**config.mk**
```make
export PLATFORM = sky130hd
export DESIGN_NAME = hsfs_top
export DESIGN_NICKNAME = d
export VERILOG_FILES = /design/src/hsfs_pkg.sv /design/src/hsfs_sync.sv /design/src/hsfs_deglitch.sv /design/src/hsfs_top.sv
export SDC_FILE = /design/constraint.sdc
export NUM_CORES = 1
export LEC_CHECK = 0
export ABC_AREA = 1
export BUFFER_PORTS_ARGS = -buffer_cell sky130_fd_sc_hd__clkbuf_2
export CORE_ASPECT_RATIO = 1.5
export CORE_MARGIN = 2
export CORE_UTILIZATION = 30
export CTS_BUF_LIST = sky130_fd_sc_hd__clkbuf_4
export DETAILED_ROUTE_END_ITERATION = 10
export GPL_ROUTABILITY_DRIVEN = 0
export PLACE_DENSITY = 0.48
export SYNTH_ARGS = -nofsm -noshare
export SYNTH_HDL_FRONTEND = slang
export SYNTH_SLANG_ARGS = --single-unit
```
**constraint.sdc**
```tcl
create_clock -name i_sys_clk -period 1.6 [get_ports i_sys_clk]
set_clock_uncertainty 0.15 [all_clocks]
set_input_delay 0.16 -clock i_sys_clk [delete_from_list [all_inputs] [get_ports i_sys_clk]]
set_output_delay 0.16 -clock i_sys_clk [all_outputs]
set_load 0.05 [all_outputs]
```
**src/hsfs_pkg.sv**
```systemverilog
// Shared constants and types for the high-side switch fault sequencer.
// Assumes a 125 MHz system clock; every cycle count is derived from it.
package hsfs_pkg;

  // System clock rate, used to turn times into cycle counts.
  localparam int CLK_MHZ = 125;

  // Deglitch and sequencing times in nanoseconds.
  localparam int CUR_LIMIT_DEGLITCH_NS = 2500;
  localparam int REL_TEMP_DEGLITCH_NS = 2500;
  localparam int ABS_TEMP_DEGLITCH_NS = 20000;
  localparam int OPEN_LOAD_DEGLITCH_NS = 700000;
  localparam int RETRY_WAIT_TIME_NS = 1000000;
  localparam int FAST_TRIP_OFF_NS = 64;

  // Least times round up to whole cycles.
  function automatic int ns_to_cyc(input int ns);
    int cyc;
    cyc = (ns * CLK_MHZ + 999) / 1000;
    return (cyc < 1) ? 1 : cyc;
  endfunction : ns_to_cyc

  localparam int CUR_LIMIT_CYC = ns_to_cyc(CUR_LIMIT_DEGLITCH_NS);
  localparam int REL_TEMP_CYC = ns_to_cyc(REL_TEMP_DEGLITCH_NS);
  localparam int ABS_TEMP_CYC = ns_to_cyc(ABS_TEMP_DEGLITCH_NS);
  localparam int OPEN_LOAD_CYC = ns_to_cyc(OPEN_LOAD_DEGLITCH_NS);
  localparam int RETRY_CYC = ns_to_cyc(RETRY_WAIT_TIME_NS);
  localparam int TRIP_CYC = ns_to_cyc(FAST_TRIP_OFF_NS);

  // Register map, byte addresses on the Avalon slave.
  localparam int ADDR_W = 4;
  localparam logic [3:0] ADDR_CTRL = 4'h0;
  localparam logic [3:0] ADDR_STATUS = 4'h4;
  localparam logic CTRL_RST = 1'b0;

  // Control and status field positions.
  localparam int CTRL_SW_DISABLE = 0;
  localparam int ST_CHAN_ON = 0;
  localparam int ST_CLAMP = 1;
  localparam int ST_FAULT = 2;
  localparam int ST_OPEN_LOAD = 3;
  localparam int ST_ABS_PEND = 4;
  localparam int ST_LATCHED = 5;
  localparam int ST_REL_Q = 6;
  localparam int ST_ABS_Q = 7;
  localparam int ST_LIMIT_Q = 8;
  localparam int ST_FLAG_PIN = 9;

  // Bit positions in the synchronised input vector.
  localparam int IN_W = 10;
  localparam int IN_ENABLE = 0;
  localparam int IN_INHIBIT = 1;
  localparam int IN_REPORT = 2;
  localparam int IN_CUR_LIMIT = 3;
  localparam int IN_FAST_TRIP = 4;
  localparam int IN_REL_TEMP = 5;
  localparam int IN_ABS_TEMP = 6;
  localparam int IN_BELOW_HYS = 7;
  localparam int IN_OPEN_LOAD = 8;
  localparam int IN_FLAG_PIN = 9;

  // Channel sequencing states.
  typedef enum logic [2:0] {
    HSFS_OFF,
    HSFS_ON,
    HSFS_TRIP,
    HSFS_LIMIT,
    HSFS_RETRY,
    HSFS_LATCHED
  } hsfs_state_t;

endpackage : hsfs_pkg

```
**src/hsfs_sync.sv**
```systemverilog
// Two-flop synchroniser for a vector of independent level inputs.
// Assumes each bit is a slow level; bits are not coherent with each other.
`timescale 1ns/100ps
module hsfs_sync #(
  parameter int W = 1
) (
  input wire logic i_sys_clk,
  input wire logic i_sys_rst,
  input wire logic i_clk_en,
  input wire logic [W-1:0] i_async,
  output logic [W-1:0] o_sync
);

  logic [W-1:0] meta;
  logic [W-1:0] next_meta;
  logic [W-1:0] next_sync;

  // The first stage feeds only the second stage.
  always_comb begin
    next_meta = i_clk_en ? i_async : meta;
    next_sync = i_clk_en ? meta : o_sync;
  end

  // Register both stages.
  always_ff @(posedge i_sys_clk) begin
    if (i_sys_rst) begin
      meta <= '0;
      o_sync <= '0;
    end else begin
      meta <= next_meta;
      o_sync <= next_sync;
    end
  end

endmodule : hsfs_sync

```
**src/hsfs_deglitch.sv**
```systemverilog
// Deglitch filter: the output rises only after the condition has held for
// COUNT consecutive enabled cycles and drops in the cycle after it goes away.
// Assumes i_cond is already synchronous to i_sys_clk.
`timescale 1ns/100ps
module hsfs_deglitch #(
  parameter int COUNT = 8
) (
  input wire logic i_sys_clk,
  input wire logic i_sys_rst,
  input wire logic i_clk_en,
  input wire logic i_cond,
  output logic o_qual
);

  localparam int CW = $clog2(COUNT + 1);
  localparam logic [CW-1:0] LAST = CW'(COUNT - 1);

  logic [CW-1:0] cnt;
  logic [CW-1:0] next_cnt;
  logic next_qual;
  logic [CW-1:0] run_len;

  // restart on drop: any gap resets the count.
  always_comb begin
    next_cnt = cnt;
    next_qual = o_qual;
    if (i_clk_en) begin
      if (!i_cond) begin
        next_cnt = '0;
        next_qual = 1'b0;
      end else if (cnt == LAST) begin
        next_qual = 1'b1;
      end else begin
        next_cnt = cnt + 1'b1;
      end
    end
  end

  // Register the counter and the qualified output.
  always_ff @(posedge i_sys_clk) begin
    if (i_sys_rst) begin
      cnt <= '0;
      o_qual <= 1'b0;
    end else begin
      cnt <= next_cnt;
      o_qual <= next_qual;
    end
  end

  // Helper that measures how long the condition has held, for checking only.
  always_ff @(posedge i_sys_clk) begin
    if (i_sys_rst || !i_cond) begin
      run_len <= '0;
    end else if (i_clk_en && run_len != CW'(COUNT)) begin
      run_len <= run_len + 1'b1;
    end
  end

  a_qual_min_hold: assert property (@(posedge i_sys_clk) disable iff (i_sys_rst)
    $rose(o_qual) |-> run_len == CW'(COUNT))
    else $error("Fault qualified before its deglitch time.");

  a_drop_clears: assert property (@(posedge i_sys_clk) disable iff (i_sys_rst)
    (i_clk_en && !i_cond) |=> !o_qual)
    else $error("Qualified fault did not drop with its condition.");

endmodule : hsfs_deglitch

```
**src/hsfs_top.sv**
```systemverilog
// Fault sequencer of a single-channel high-side switch: deglitching, current
// limit, fast trip, thermal retry or latch-off, open-load flagging, reporting.
// Assumes pin and comparator inputs are asynchronous, and an Avalon-MM master
// on i_sys_clk. The analog stage acts on o_channel_on and o_current_clamp.
//
// Function
// - Deglitch: limit and relative 2.5 us, absolute 20 us, open load 700 us.
// - Start current limiting after the overload deglitch, then regulate.
// - Keep clamping until thermal shutdown or overload goes away.
// - Fast trip from full on: brief off, then clamp at limit.
// - Shut down on relative overtemperature.
// - Relative shutdown with inhibit low: wait retry time, turn on.
// - Absolute shutdown: wait for cooling below hysteresis and retry time.
// - Inhibit high: stay off until inhibit or enable toggles.
// - Leaving latch-off with inhibit low: resume in auto-retry.
// - Leaving latch-off with inhibit high: next fault latches off again.
// - During limit or thermal fault hold flag low, sense high.
// - Protection never depends on the report enable.
// - Off-state open load pulls flag low and raises sense.
// - Connect the off-state pull-up only while reporting is enabled.
// - Short-to-battery shares the open-load path and indication.
// - Report enable low puts flag and sense in high impedance.
// - Off-state open-load indication clears when the condition ends.
//
// The Avalon-MM interface to the registers and the register addresses were chosen for this implementation.
`timescale 1ns/100ps
module hsfs_top #(
  parameter int OPEN_LOAD_CYC = hsfs_pkg::OPEN_LOAD_CYC,
  parameter int RETRY_CYC = hsfs_pkg::RETRY_CYC
) (
  input wire logic i_sys_clk,
  input wire logic i_sys_rst,
  input wire logic i_clk_en,
  input wire logic i_enable,
  input wire logic i_retry_inhibit,
  input wire logic i_fault_report_enable,
  input wire logic i_current_limit_event,
  input wire logic i_fast_trip_threshold,
  input wire logic i_relative_overtemp,
  input wire logic i_absolute_overtemp,
  input wire logic i_below_hysteresis,
  input wire logic i_open_load,
  input wire logic i_fault_flag_n,
  input wire logic [hsfs_pkg::ADDR_W-1:0] i_avs_address,
  input wire logic i_avs_read,
  input wire logic i_avs_write,
  input wire logic [31:0] i_avs_writedata,
  input wire logic [3:0] i_avs_byteenable,
  output logic [31:0] o_avs_readdata,
  output logic o_avs_waitrequest,
  output logic o_channel_on,
  output logic o_current_clamp,
  output logic o_pullup_on,
  output logic o_fault_flag_n,
  output logic o_fault_flag_n_oe,
  output logic o_sense_fault_high,
  output logic o_sense_oe
);

  localparam int RW = $clog2(RETRY_CYC + 1);
  localparam int TW = $clog2(hsfs_pkg::TRIP_CYC + 1);
  localparam logic [RW-1:0] RETRY_LAST = RW'(RETRY_CYC - 1);
  localparam logic [TW-1:0] TRIP_LAST = TW'(hsfs_pkg::TRIP_CYC - 1);

  // States in which a limit or thermal fault is being reported.
  function automatic logic is_fault(input hsfs_pkg::hsfs_state_t s);
    return (s == hsfs_pkg::HSFS_LIMIT) || (s == hsfs_pkg::HSFS_TRIP) ||
           (s == hsfs_pkg::HSFS_RETRY) || (s == hsfs_pkg::HSFS_LATCHED);
  endfunction : is_fault

  // States in which the power transistor conducts.
  function automatic logic is_driving(input hsfs_pkg::hsfs_state_t s);
    return (s == hsfs_pkg::HSFS_ON) || (s == hsfs_pkg::HSFS_LIMIT);
  endfunction : is_driving

  logic [hsfs_pkg::IN_W-1:0] raw_in;
  logic [hsfs_pkg::IN_W-1:0] syn;
  logic en_s;
  logic inhib_s;
  logic rep_s;
  logic below_s;
  logic cle_q;
  logic rel_q;
  logic abs_q;
  logic ol_q;
  logic ol_cond;
  logic therm_q;
  logic run;
  logic inhib_prev;
  logic inhib_fell;
  hsfs_pkg::hsfs_state_t state;
  hsfs_pkg::hsfs_state_t next_state;
  logic [RW-1:0] retry_cnt;
  logic [RW-1:0] next_retry_cnt;
  logic [TW-1:0] trip_cnt;
  logic [TW-1:0] next_trip_cnt;
  logic abs_pend;
  logic next_abs_pend;
  logic next_chan;
  logic next_fault;
  logic sw_disable;
  logic next_sw_disable;
  logic next_wait;
  logic [31:0] next_rdata;
  logic [31:0] status_word;
  logic req;
  logic [TW:0] trip_len;

  // Every pin and comparator crosses two flops before any logic sees it.
  assign raw_in = {i_fault_flag_n, i_open_load, i_below_hysteresis, i_absolute_overtemp,
                   i_relative_overtemp, i_fast_trip_threshold, i_current_limit_event,
                   i_fault_report_enable, i_retry_inhibit, i_enable};

  hsfs_sync #(
    .W(hsfs_pkg::IN_W)
  ) u_sync (
    .i_sys_clk(i_sys_clk),
    .i_sys_rst(i_sys_rst),
    .i_clk_en(i_clk_en),
    .i_async(raw_in),
    .o_sync(syn)
  );

  // Named views of the synchronised inputs.
  assign en_s = syn[hsfs_pkg::IN_ENABLE];
  assign inhib_s = syn[hsfs_pkg::IN_INHIBIT];
  assign rep_s = syn[hsfs_pkg::IN_REPORT];
  assign below_s = syn[hsfs_pkg::IN_BELOW_HYS];

  hsfs_deglitch #(
    .COUNT(hsfs_pkg::CUR_LIMIT_CYC)
  ) u_dg_limit (
    .i_sys_clk(i_sys_clk),
    .i_sys_rst(i_sys_rst),
    .i_clk_en(i_clk_en),
    .i_cond(syn[hsfs_pkg::IN_CUR_LIMIT]),
    .o_qual(cle_q)
  );

  hsfs_deglitch #(
    .COUNT(hsfs_pkg::REL_TEMP_CYC)
  ) u_dg_rel (
    .i_sys_clk(i_sys_clk),
    .i_sys_rst(i_sys_rst),
    .i_clk_en(i_clk_en),
    .i_cond(syn[hsfs_pkg::IN_REL_TEMP]),
    .o_qual(rel_q)
  );

  hsfs_deglitch #(
    .COUNT(hsfs_pkg::ABS_TEMP_CYC)
  ) u_dg_abs (
    .i_sys_clk(i_sys_clk),
    .i_sys_rst(i_sys_rst),
    .i_clk_en(i_clk_en),
    .i_cond(syn[hsfs_pkg::IN_ABS_TEMP]),
    .o_qual(abs_q)
  );

  // one comparator covers open load and short-to-battery alike.
  // The off-state check needs the pull-up, so it only runs while reporting.
  assign ol_cond = syn[hsfs_pkg::IN_OPEN_LOAD] && rep_s && !o_channel_on;

  hsfs_deglitch #(
    .COUNT(OPEN_LOAD_CYC)
  ) u_dg_open (
    .i_sys_clk(i_sys_clk),
    .i_sys_rst(i_sys_rst),
    .i_clk_en(i_clk_en),
    .i_cond(ol_cond),
    .o_qual(ol_q)
  );

  // either thermal fault shuts the channel down.
  assign therm_q = rel_q || abs_q;
  assign run = en_s && !sw_disable;
  assign inhib_fell = inhib_prev && !inhib_s;

  // Channel sequencer. The report enable is deliberately absent here.
  // protection ignores report enable.
  always_comb begin
    next_state = state;
    next_retry_cnt = retry_cnt;
    next_trip_cnt = trip_cnt;
    next_abs_pend = abs_pend;
    if (therm_q && (is_driving(state) || state == hsfs_pkg::HSFS_TRIP)) begin
      next_state = hsfs_pkg::HSFS_RETRY;
      next_retry_cnt = RETRY_LAST;
      next_abs_pend = abs_q;
    end else begin
      unique case (state)
        hsfs_pkg::HSFS_OFF: begin
          if (run) begin
            next_state = hsfs_pkg::HSFS_ON;
          end
        end
        hsfs_pkg::HSFS_ON: begin
          if (!run) begin
            next_state = hsfs_pkg::HSFS_OFF;
          end else if (syn[hsfs_pkg::IN_FAST_TRIP]) begin
            next_state = hsfs_pkg::HSFS_TRIP;
            next_trip_cnt = TRIP_LAST;
          end else if (cle_q) begin
            next_state = hsfs_pkg::HSFS_LIMIT;
          end
        end
        hsfs_pkg::HSFS_TRIP: begin
          if (!run) begin
            next_state = hsfs_pkg::HSFS_OFF;
          end else if (trip_cnt == '0) begin
            next_state = hsfs_pkg::HSFS_LIMIT;
          end else begin
            next_trip_cnt = trip_cnt - 1'b1;
          end
        end
        hsfs_pkg::HSFS_LIMIT: begin
          // clamp until the comparator clears, also after a fast trip.
          if (!run) begin
            next_state = hsfs_pkg::HSFS_OFF;
          end else if (!syn[hsfs_pkg::IN_CUR_LIMIT]) begin
            next_state = hsfs_pkg::HSFS_ON;
          end
        end
        hsfs_pkg::HSFS_RETRY: begin
          if (abs_q) begin
            next_abs_pend = 1'b1;
          end
          if (retry_cnt != '0) begin
            next_retry_cnt = retry_cnt - 1'b1;
          // absolute shutdown also waits for cooling.
          end else if (!abs_pend || below_s) begin
            next_abs_pend = 1'b0;
            if (!run) begin
              next_state = hsfs_pkg::HSFS_OFF;
            // inhibit high latches the channel off.
            end else if (inhib_s) begin
              next_state = hsfs_pkg::HSFS_LATCHED;
            end else begin
              next_state = hsfs_pkg::HSFS_ON;
            end
          end
        end
        hsfs_pkg::HSFS_LATCHED: begin
          // inhibit released with enable high resumes auto-retry.
          if (!en_s) begin
            next_state = hsfs_pkg::HSFS_OFF;
          end else if (inhib_fell && run) begin
            next_state = hsfs_pkg::HSFS_ON;
          end
        end
      endcase
    end
    if (!i_clk_en) begin
      next_state = state;
      next_retry_cnt = retry_cnt;
      next_trip_cnt = trip_cnt;
      next_abs_pend = abs_pend;
    end
  end

  // reset clears fault state and timers.
  always_ff @(posedge i_sys_clk) begin
    if (i_sys_rst) begin
      state <= hsfs_pkg::HSFS_OFF;
      retry_cnt <= '0;
      trip_cnt <= '0;
      abs_pend <= 1'b0;
      inhib_prev <= 1'b0;
    end else begin
      state <= next_state;
      retry_cnt <= next_retry_cnt;
      trip_cnt <= next_trip_cnt;
      abs_pend <= next_abs_pend;
      inhib_prev <= i_clk_en ? inhib_s : inhib_prev;
    end
  end

  // Outputs are registered from the next state so they line up with it.
  // latch mode is its own state, HSFS_LATCHED, entered from RETRY with inhibit still high.
  assign next_chan = is_driving(next_state);
  assign next_fault = is_fault(next_state) || ol_q;

  // Reporting outputs; the flag pin only ever drives low.
  // report enable low floats flag and sense.
  always_ff @(posedge i_sys_clk) begin
    if (i_sys_rst) begin
      o_channel_on <= 1'b0;
      o_current_clamp <= 1'b0;
      o_pullup_on <= 1'b0;
      o_fault_flag_n <= 1'b0;
      o_fault_flag_n_oe <= 1'b0;
      o_sense_fault_high <= 1'b0;
      o_sense_oe <= 1'b0;
    end else if (i_clk_en) begin
      o_channel_on <= next_chan;
      o_current_clamp <= (next_state == hsfs_pkg::HSFS_LIMIT);
      // pull-up only with reporting on and the channel off.
      o_pullup_on <= rep_s && !next_chan;
      o_fault_flag_n <= 1'b0;
      o_fault_flag_n_oe <= rep_s && next_fault;
      o_sense_fault_high <= rep_s && next_fault;
      o_sense_oe <= rep_s;
    end
  end

  // Status word showing the sequencer's own state.
  always_comb begin
    status_word = 32'h0000_0000;
    status_word[hsfs_pkg::ST_CHAN_ON] = o_channel_on;
    status_word[hsfs_pkg::ST_CLAMP] = o_current_clamp;
    status_word[hsfs_pkg::ST_FAULT] = is_fault(state) || ol_q;
    status_word[hsfs_pkg::ST_OPEN_LOAD] = ol_q;
    status_word[hsfs_pkg::ST_ABS_PEND] = abs_pend;
    status_word[hsfs_pkg::ST_LATCHED] = (state == hsfs_pkg::HSFS_LATCHED);
    status_word[hsfs_pkg::ST_REL_Q] = rel_q;
    status_word[hsfs_pkg::ST_ABS_Q] = abs_q;
    status_word[hsfs_pkg::ST_LIMIT_Q] = cle_q;
    status_word[hsfs_pkg::ST_FLAG_PIN] = syn[hsfs_pkg::IN_FLAG_PIN];
  end

  // Avalon slave: one wait cycle per access, then completion with wait low.
  // Unmapped reads return zero and unmapped writes are dropped.
  assign req = i_avs_read || i_avs_write;

  always_comb begin
    next_wait = o_avs_waitrequest;
    next_rdata = o_avs_readdata;
    next_sw_disable = sw_disable;
    if (i_clk_en) begin
      next_wait = !(req && o_avs_waitrequest);
      if (req && o_avs_waitrequest) begin
        next_rdata = 32'h0000_0000;
        if (i_avs_address == hsfs_pkg::ADDR_CTRL) begin
          next_rdata[hsfs_pkg::CTRL_SW_DISABLE] = sw_disable;
        end else if (i_avs_address == hsfs_pkg::ADDR_STATUS) begin
          next_rdata = status_word;
        end
      end
      if (i_avs_write && !o_avs_waitrequest && i_avs_byteenable[0] &&
          i_avs_address == hsfs_pkg::ADDR_CTRL) begin
        next_sw_disable = i_avs_writedata[hsfs_pkg::CTRL_SW_DISABLE];
      end
    end
  end

  // Register the bus slave state.
  always_ff @(posedge i_sys_clk) begin
    if (i_sys_rst) begin
      o_avs_waitrequest <= 1'b1;
      o_avs_readdata <= 32'h0000_0000;
      sw_disable <= hsfs_pkg::CTRL_RST;
    end else begin
      o_avs_waitrequest <= next_wait;
      o_avs_readdata <= next_rdata;
      sw_disable <= next_sw_disable;
    end
  end

  // Helper that measures how long the channel stays tripped off.
  always_ff @(posedge i_sys_clk) begin
    if (i_sys_rst || state != hsfs_pkg::HSFS_TRIP) begin
      trip_len <= '0;
    end else if (i_clk_en) begin
      trip_len <= trip_len + 1'b1;
    end
  end

  a_limit_cause: assert property (@(posedge i_sys_clk) disable iff (i_sys_rst)
    $rose(state == hsfs_pkg::HSFS_LIMIT) |->
      ($past(state) == hsfs_pkg::HSFS_TRIP) || $past(cle_q))
    else $error("Current limit entered without a qualified overload.");

  a_limit_holds: assert property (@(posedge i_sys_clk) disable iff (i_sys_rst || !i_clk_en)
    (state == hsfs_pkg::HSFS_LIMIT && cle_q && run && !therm_q) |=> state == hsfs_pkg::HSFS_LIMIT)
    else $error("Clamp released while overload persisted.");

  a_trip_length: assert property (@(posedge i_sys_clk) disable iff (i_sys_rst)
    ($past(state) == hsfs_pkg::HSFS_TRIP && state == hsfs_pkg::HSFS_LIMIT) |->
      $past(trip_len) == (TW + 1)'(hsfs_pkg::TRIP_CYC - 1))
    else $error("Fast trip off time has the wrong length.");

  a_thermal_stop: assert property (@(posedge i_sys_clk) disable iff (i_sys_rst || !i_clk_en)
    (therm_q && is_driving(state)) |=> (state == hsfs_pkg::HSFS_RETRY) ##1 !o_channel_on)
    else $error("Channel kept running through a thermal fault.");

  a_retry_done: assert property (@(posedge i_sys_clk) disable iff (i_sys_rst)
    ($past(state) == hsfs_pkg::HSFS_RETRY && state != hsfs_pkg::HSFS_RETRY) |->
      $past(retry_cnt) == '0)
    else $error("Retry wait left before its time ran out.");

  a_abs_cooled: assert property (@(posedge i_sys_clk) disable iff (i_sys_rst)
    ($past(state) == hsfs_pkg::HSFS_RETRY && state != hsfs_pkg::HSFS_RETRY) |->
      (!$past(abs_pend) || $past(below_s)))
    else $error("Absolute shutdown recovered before cooling.");

  a_latched_stays: assert property (@(posedge i_sys_clk) disable iff (i_sys_rst || !i_clk_en)
    (state == hsfs_pkg::HSFS_LATCHED && en_s && !inhib_fell) |=> !o_channel_on)
    else $error("Latched channel turned on without a toggle.");

  a_fault_report: assert property (@(posedge i_sys_clk) disable iff (i_sys_rst || !i_clk_en)
    (is_fault(state) && $past(rep_s) && $past(i_clk_en)) |-> (o_fault_flag_n_oe && o_sense_fault_high))
    else $error("Fault state not shown on flag and sense.");

  a_report_hiz: assert property (@(posedge i_sys_clk) disable iff (i_sys_rst || !i_clk_en)
    !rep_s |=> !o_fault_flag_n_oe && !o_sense_oe && !o_pullup_on)
    else $error("Reporting pins driven with report enable low.");

  a_open_clear: assert property (@(posedge i_sys_clk) disable iff (i_sys_rst || !i_clk_en)
    (ol_q && !ol_cond) |=> !ol_q)
    else $error("Open-load indication outlived its condition.");

endmodule : hsfs_top

```
# ---- Yosys cells after proc, flatten, opt, wreduce, memory -nomap -nowiden
# Cells that the tools add are included.
dict set report totals {
  reg_bits 136
  in_bits 55
}
dict set report classes {
  reduce_logical 53
  n_eq_ne 27
  add_sub_neg 6
  mux 49
  bitwise 1
}
# op n
set op_table {}
lappend op_table {{two-way mux 17 bit} 5}
lappend op_table {{two-way mux 3 bit} 16}
lappend op_table {{two-way mux 9 bit} 4}
lappend op_table {{two-way mux 31 bit} 1}
lappend op_table {{two-way mux 12 bit} 2}
lappend op_table {{AND reduction 2 bit} 11}
lappend op_table {{adder 9 x 1 -> 9 bit (second input constant)} 2}
lappend op_table {{equality test 9 bit (second input constant)} 2}
lappend op_table {{one-hot mux 3 bit (6 select lines)} 1}
lappend op_table {{adder 17 x 1 -> 17 bit (second input constant)} 1}
lappend op_table {{equality test 17 bit (second input constant)} 1}
lappend op_table {{nonzero test 17 bit} 1}
lappend op_table {{subtractor 17 x 1 -> 17 bit (second input constant)} 1}
lappend op_table {{two-way mux 4 bit} 4}
lappend op_table {{inequality test 2 bit (second input constant)} 8}
lappend op_table {{logical OR 1 bit} 14}
lappend op_table {{two-way mux 1 bit} 14}
lappend op_table {{adder 12 x 1 -> 12 bit (second input constant)} 1}
lappend op_table {{equality test 12 bit (second input constant)} 1}
lappend op_table {{equality test 3 x 2 -> 1 bit (second input constant)} 4}
lappend op_table {{equality test 3 bit (second input constant)} 4}
lappend op_table {{logical AND 1 bit} 12}
lappend op_table {{two-way mux 10 bit} 1}
lappend op_table {{logical NOT 4 bit} 2}
lappend op_table {{11 further kinds} 23}

# ---- Depth between registers and ports, before layout
dict set report depth {
  word_depth 14
  depth_mapped 13
}

# ---- Hierarchy
# Synthesis repeated with hierarchy kept, for this count alone.
dict set report hier_totals {
  hier_cells 1031
  area_unflattened_um2 6681.4
}
# module instances area_per_inst_um2 cells_per_inst seq_area_each_um2
set modules_own_cells {}
lappend modules_own_cells {hsfs_top 1 2464.9 358 860.8}
lappend modules_own_cells {{hsfs_deglitch (u_dg_limit ...)} 2 636.9 98 200.2}
lappend modules_own_cells {{hsfs_deglitch (u_dg_open)} 1 1255.0 213 360.3}
lappend modules_own_cells {{hsfs_deglitch (u_dg_abs)} 1 853.3 137 260.2}
lappend modules_own_cells {hsfs_sync 1 834.6 127 400.4}

# ---- Least setup slack after synthesis
# No wires, ideal clock.
dict set report synth_timing {
  kind {register -> register}
  start {reg o_channel_on}
  end {reg u_dg_open.cnt[4]}
  t_arrival_ns 1.629
  path_slack_ns -0.250
  path_buffers 1
  t_required_ns 1.379
  stages_incl_launch_ff 8
  synth_period_minus_slack_ns 1.850
  path_cell_list {dfxtp_1 inv_1 nand3_1 nand2_1 nand2_2 clkbuf_1 nand4_1 a21oi_1}
}
dict set report synth_via {
  elab_chain_len 4
  elab_cells_between_ends 5
  classes_between {1 x eq/ne; 1 x mux; 3 x reduce/logical}
}
# element line_no
set synth_rtl {}
lappend synth_rtl {{from (decl)} hsfs_top.sv:51} ;# output logic o_channel_on,
lappend synth_rtl {{from (signal assigned)} hsfs_top.sv:295} ;# o_channel_on <= next_chan;
lappend synth_rtl {{logical NOT 1 bit *} hsfs_top.sv:162} ;# assign ol_cond = syn[hsfs_pkg::IN_OPEN_LOAD] && rep_s && !o_channel_on;
lappend synth_rtl {{logical AND 1 bit *} hsfs_top.sv:162}
lappend synth_rtl {{inequality test 2 bit (no source line)} --}
lappend synth_rtl {{AND reduction 2 bit (no source line)} --}
lappend synth_rtl {{to (signal assigned)} hsfs_deglitch.sv:45} ;# cnt <= next_cnt;
lappend synth_rtl {{to (decl)} hsfs_deglitch.sv:18} ;# logic [CW-1:0] cnt;
# Every way passes the cells marked *; elsewhere a longest branch is shown, timed or not.
# A chain may end at the register's enable or synchronous reset.

# ---- Worst setup path after layout
dict set report layout_timing {
  start {reg state[1]}
  end {reg o_pullup_on}
}
dict set report layout_via {
  elab_chain_len 10
  elab_cells_between_ends 29
  classes_between {7 x eq/ne; 15 x mux; 7 x reduce/logical}
}
# element line_no
set layout_rtl {}
lappend layout_rtl {{from (decl)} hsfs_top.sv:91} ;# hsfs_pkg::hsfs_state_t state;
lappend layout_rtl {{from (signal assigned)} hsfs_top.sv:264} ;# state <= hsfs_pkg::HSFS_OFF;
lappend layout_rtl {{from (signal assigned)} hsfs_top.sv:270} ;# state <= next_state;
lappend layout_rtl {{two-way mux 3 bit (tied with other cells)} hsfs_top.sv:203} ;# end else if (cle_q) begin
lappend layout_rtl {{two-way mux 3 bit / logical OR 1 bit (equally long branches)} {hsfs_top.sv:200, hsfs_top.sv:73}}
lappend layout_rtl {{two-way mux 3 bit / logical OR 1 bit (equally long branches)} {hsfs_top.sv:198, hsfs_top.sv:186}}
lappend layout_rtl {{one-hot mux 3 bit (6 select lines) / logical AND 1 bit (equally long branches)} {hsfs_top.sv:191, hsfs_top.sv:186}}
lappend layout_rtl {{two-way mux 3 bit} hsfs_top.sv:186} ;# if (therm_q && (is_driving(state) || state == hsfs_pkg::HSFS_TRIP)) begin
lappend layout_rtl {{two-way mux 3 bit *} hsfs_top.sv:253} ;# if (!i_clk_en) begin
lappend layout_rtl {{equality test 3 x 1 -> 1 bit / equality test 3 x 2 -> 1 bit (equally long branches)} hsfs_top.sv:73} ;# return (s == hsfs_pkg::HSFS_ON) || (s == hsfs_pkg::HSFS_LIMIT);
lappend layout_rtl {{logical OR 1 bit *} hsfs_top.sv:73}
lappend layout_rtl {{logical NOT 1 bit *} hsfs_top.sv:298} ;# o_pullup_on <= rep_s && !next_chan;
lappend layout_rtl {{logical AND 1 bit *} hsfs_top.sv:298}
lappend layout_rtl {{to (signal assigned)} hsfs_top.sv:298}
lappend layout_rtl {{to (decl)} hsfs_top.sv:53} ;# output logic o_pullup_on,
# Marks and branches as above.

==> flow_summary.ini <==
[detailed_routing]
detail-route-antenna-nets = 0
num_vias = 6375
post-route-drc-count = 0
drt_iter0_drc = 313
via_per_inst = 4.64
wl_per_cell_um = 13.6
drt-total-wl_um = 18700
dr.pass1.iters = 4

[power_and_ir_drop]
power_density_nw_per_um2 = 960
p_leak_uw = 0.00403
power.total_uw = 9290
max-vdd-ir-drop_mv = 0.519

[setup_path]
required_ns = 1.89
path_max_fanout = 7
r2r_cells = 14
worstReg2RegEnd = o_pullup_on
reg2reg_from = state[1]
end_kind = register
worstSetupPathType = register to register
regToRegSetupSlack_ns = -0.25
cp-start-kind = register
crit_arrival_ns = 2.14

[global_routing]
grt_max_degree = 51
grt_use_total_pct = 17.9
grt_pass1_wl_um = 29600
overflow = 0
grt_pass1_vias = 6327
antenna_found_initial = 1

[yosys]
ys.flop_type = dfxtp_1
syn_inst = 828
ys_ff_latch = 114
synthDistinctLibCells = 42
synthTopCellsByArea = dfxtp_1 (39%), nand2_1 (11%), a21oi_1 (7.2%), nor2_1 (6.5%), inv_1 (5.2%)
avgSynthCellArea_sq_um = 7.03
seq_area_frac_synth_pct = 39.2
mappedNetlistArea_sq_um = 5820
yosys_warnings = 0
synth_edf_count = 0
synth_top_area_share_pct = 39.2
async_reset_ff_share_pct = 0
yosys.area.top_type = dfxtp_1

[clocking]
clock_latency_ns = 0.59
path_clk_slew_ns = 0.13
numCtsBuffers = 17
cts_root_buffer = clkbuf_4
cts.htree.levels = 4
cts_num_sinks = 114
cts_tree = yes
cts_buffer_depth = 2

[floorplanning]
start_util_pct = 30.5
dieHeight_um = 175
die_w_um = 118
row_count = 62
die_area_sq_um = 20600
pin_count = 95
core_sq_um = 19100

[finish]
finalNetCount = 1168
final_cell_mix = buf_4 (176), nand2_1 (131), dfxtp_1 (72), nor2_1 (71), a21oi_1 (64)
syn2layout_area_growth_pct = 66.3
mostFrequentLayoutCell = buf_4
layout-drive-gt1-share_pct = 48.3
utilization_pct = 50.7

[timing]
slew_headroom_pct = 56.6
finalSetupViolCount = 57
slew_violations = 0
post-route-period-util_pct = 116
worst_hold_slack_ns = -0.105
fin_crit_ns = 1.85
tightestPinTransition_ns = 0.651
hold_viol = 1
fmax_mhz = 540
fin_ws_ns = -0.252
rsz0062_at_grt = yes
tns_ns = -6.32

[placement]
port_buffers = 37
hpwl_um = 12400
pre_cts_ws_ns = -0.360

[hold_path]
worstHoldStart = i_avs_address[0]
hold_end = sw_disable
min_delay_path_depth = 6
hold_path_class = input pin to register

[status]
status = complete, but fails checks
violations = negative hold slack, negative setup slack

[run]
max-cap-violations = 0
## per-layer routing
layer,share of wire [%],GRT usage (%),vias to the layer above
met3,2.6,3.62,43
li1,-,-,3245
met4,3.6,9.39,0
met5,0,0,-
met1,38,18.3,2967
met2,56,34.1,120
## how the worst max path moves through the flow
stage	from	end	depth (start not counted)
2_1_floorplan	u_dg_rel.cnt[0]	u_dg_rel.cnt[8]	12
3_3_place_gp	u_dg_abs.cnt[7]	u_dg_abs.cnt[5]	10
3_5_place_dp	u_dg_abs.cnt[6]	u_dg_abs.cnt[5]	10
4_1_cts	retry_cnt[0]	retry_cnt[8]	11
5_1_grt	state[1]	o_current_clamp	13
6_report	state[1]	o_pullup_on	14
## cells in the mapped netlist, types with 3 or more instances
cell      number
a21oi_1       84
a31oi_1        6
buf_4         28
clkbuf_1      14
dfxtp_1      114
ha_1           9
inv_1         81
inv_2          5
nand2_1      165
nand2_2        4
nand3_1       49
nand3b_1       3
nand4_1       17
nor2_1       101
nor2_4         3
nor3_1        25
nor4_1        10
o21a_1         3
o21ai_0       53
o21bai_1       3
xnor2_1        3
xor2_1        19
## repair_timing
action,CTS,global route
pin swaps,67,67
setup endpoints to repair,70,77
hold buffers,25,2
cloned,3,1
setup buffers,23,17
endpoints found under the hold margin,34,1
resized for setup,203,131
## logic make-up (layout without fill, tap and decap cells)
kind of cell | after synthesis | in the layout | synth area share (%)
fa+ha+maj | 9 | 9 | 1.94
buf+inv | 133 | 399 | 10.6
flops | 114 | 114 | 39.2
compound gates | 158 | 158 | 14.9
other cells | 1 | 24 | 0.0644
xor+xnor | 22 | 22 | 3.31
simple gates | 391 | 392 | 30.0
## final cells by class
type                            count  area [sq um]
Timing Repair Buffer              279          2320
Multi-Input combinational cell    604          4040
Clock inverter                     15           149
Sequential cell                   114          2340
Clock buffer                       17           128
Fill cell                        1839          9400
Inverter                           86           353
Timing Repair inverter              2          17.5
Tap cell                          256           320
Antenna cell                        1          2.50
## power by group
part,total [uW],switching [uW],leakage [uW],internal (uW)
sequential,3080,106,0.000946,2970
combinational,4050,2090,0.00294,1960
clock,2170,1360,0.000146,809
## sequential cells by signal (all words and copies together) (netlist names), 3 cells and up
register and flops:
u_dg_abs.cnt 12, u_dg_limit.cnt 9, retry_cnt 17, u_dg_open.cnt 17, u_sync.o_sync 10, o_avs_readdata 10, trip_cnt 4, state 3
u_sync.meta 10, u_dg_rel.cnt 9
## through the flow
step	hold slack (ns)	cells	area (sq um)
2_1_floorplan	0.145	850	6050
3_3_place_gp	0.235	1272	7610
3_5_place_dp	0.239	1272	7610
4_1_cts	0.00343	1355	9060
5_1_grt	-0.0900	1374	9680
6_report	-0.105	1374	9680
## critical path, stage by stage (launching register included)
cell and delay [ns]:
dfxtp_4 0.38, buf_6 0.12, buf_8 0.13, nor2_4 0.13
nand2_2 0.09, nor2_4 0.12, nand2_1 0.06, nand3b_1 0.08
nor2_1 0.05, nand2_1 0.08, nand2_2 0.06, nand2_2 0.09
nand2_2 0.06, nand2_1 0.05, a21oi_1 0.05
No activity file was read; power rests on OpenSTA's default activity.
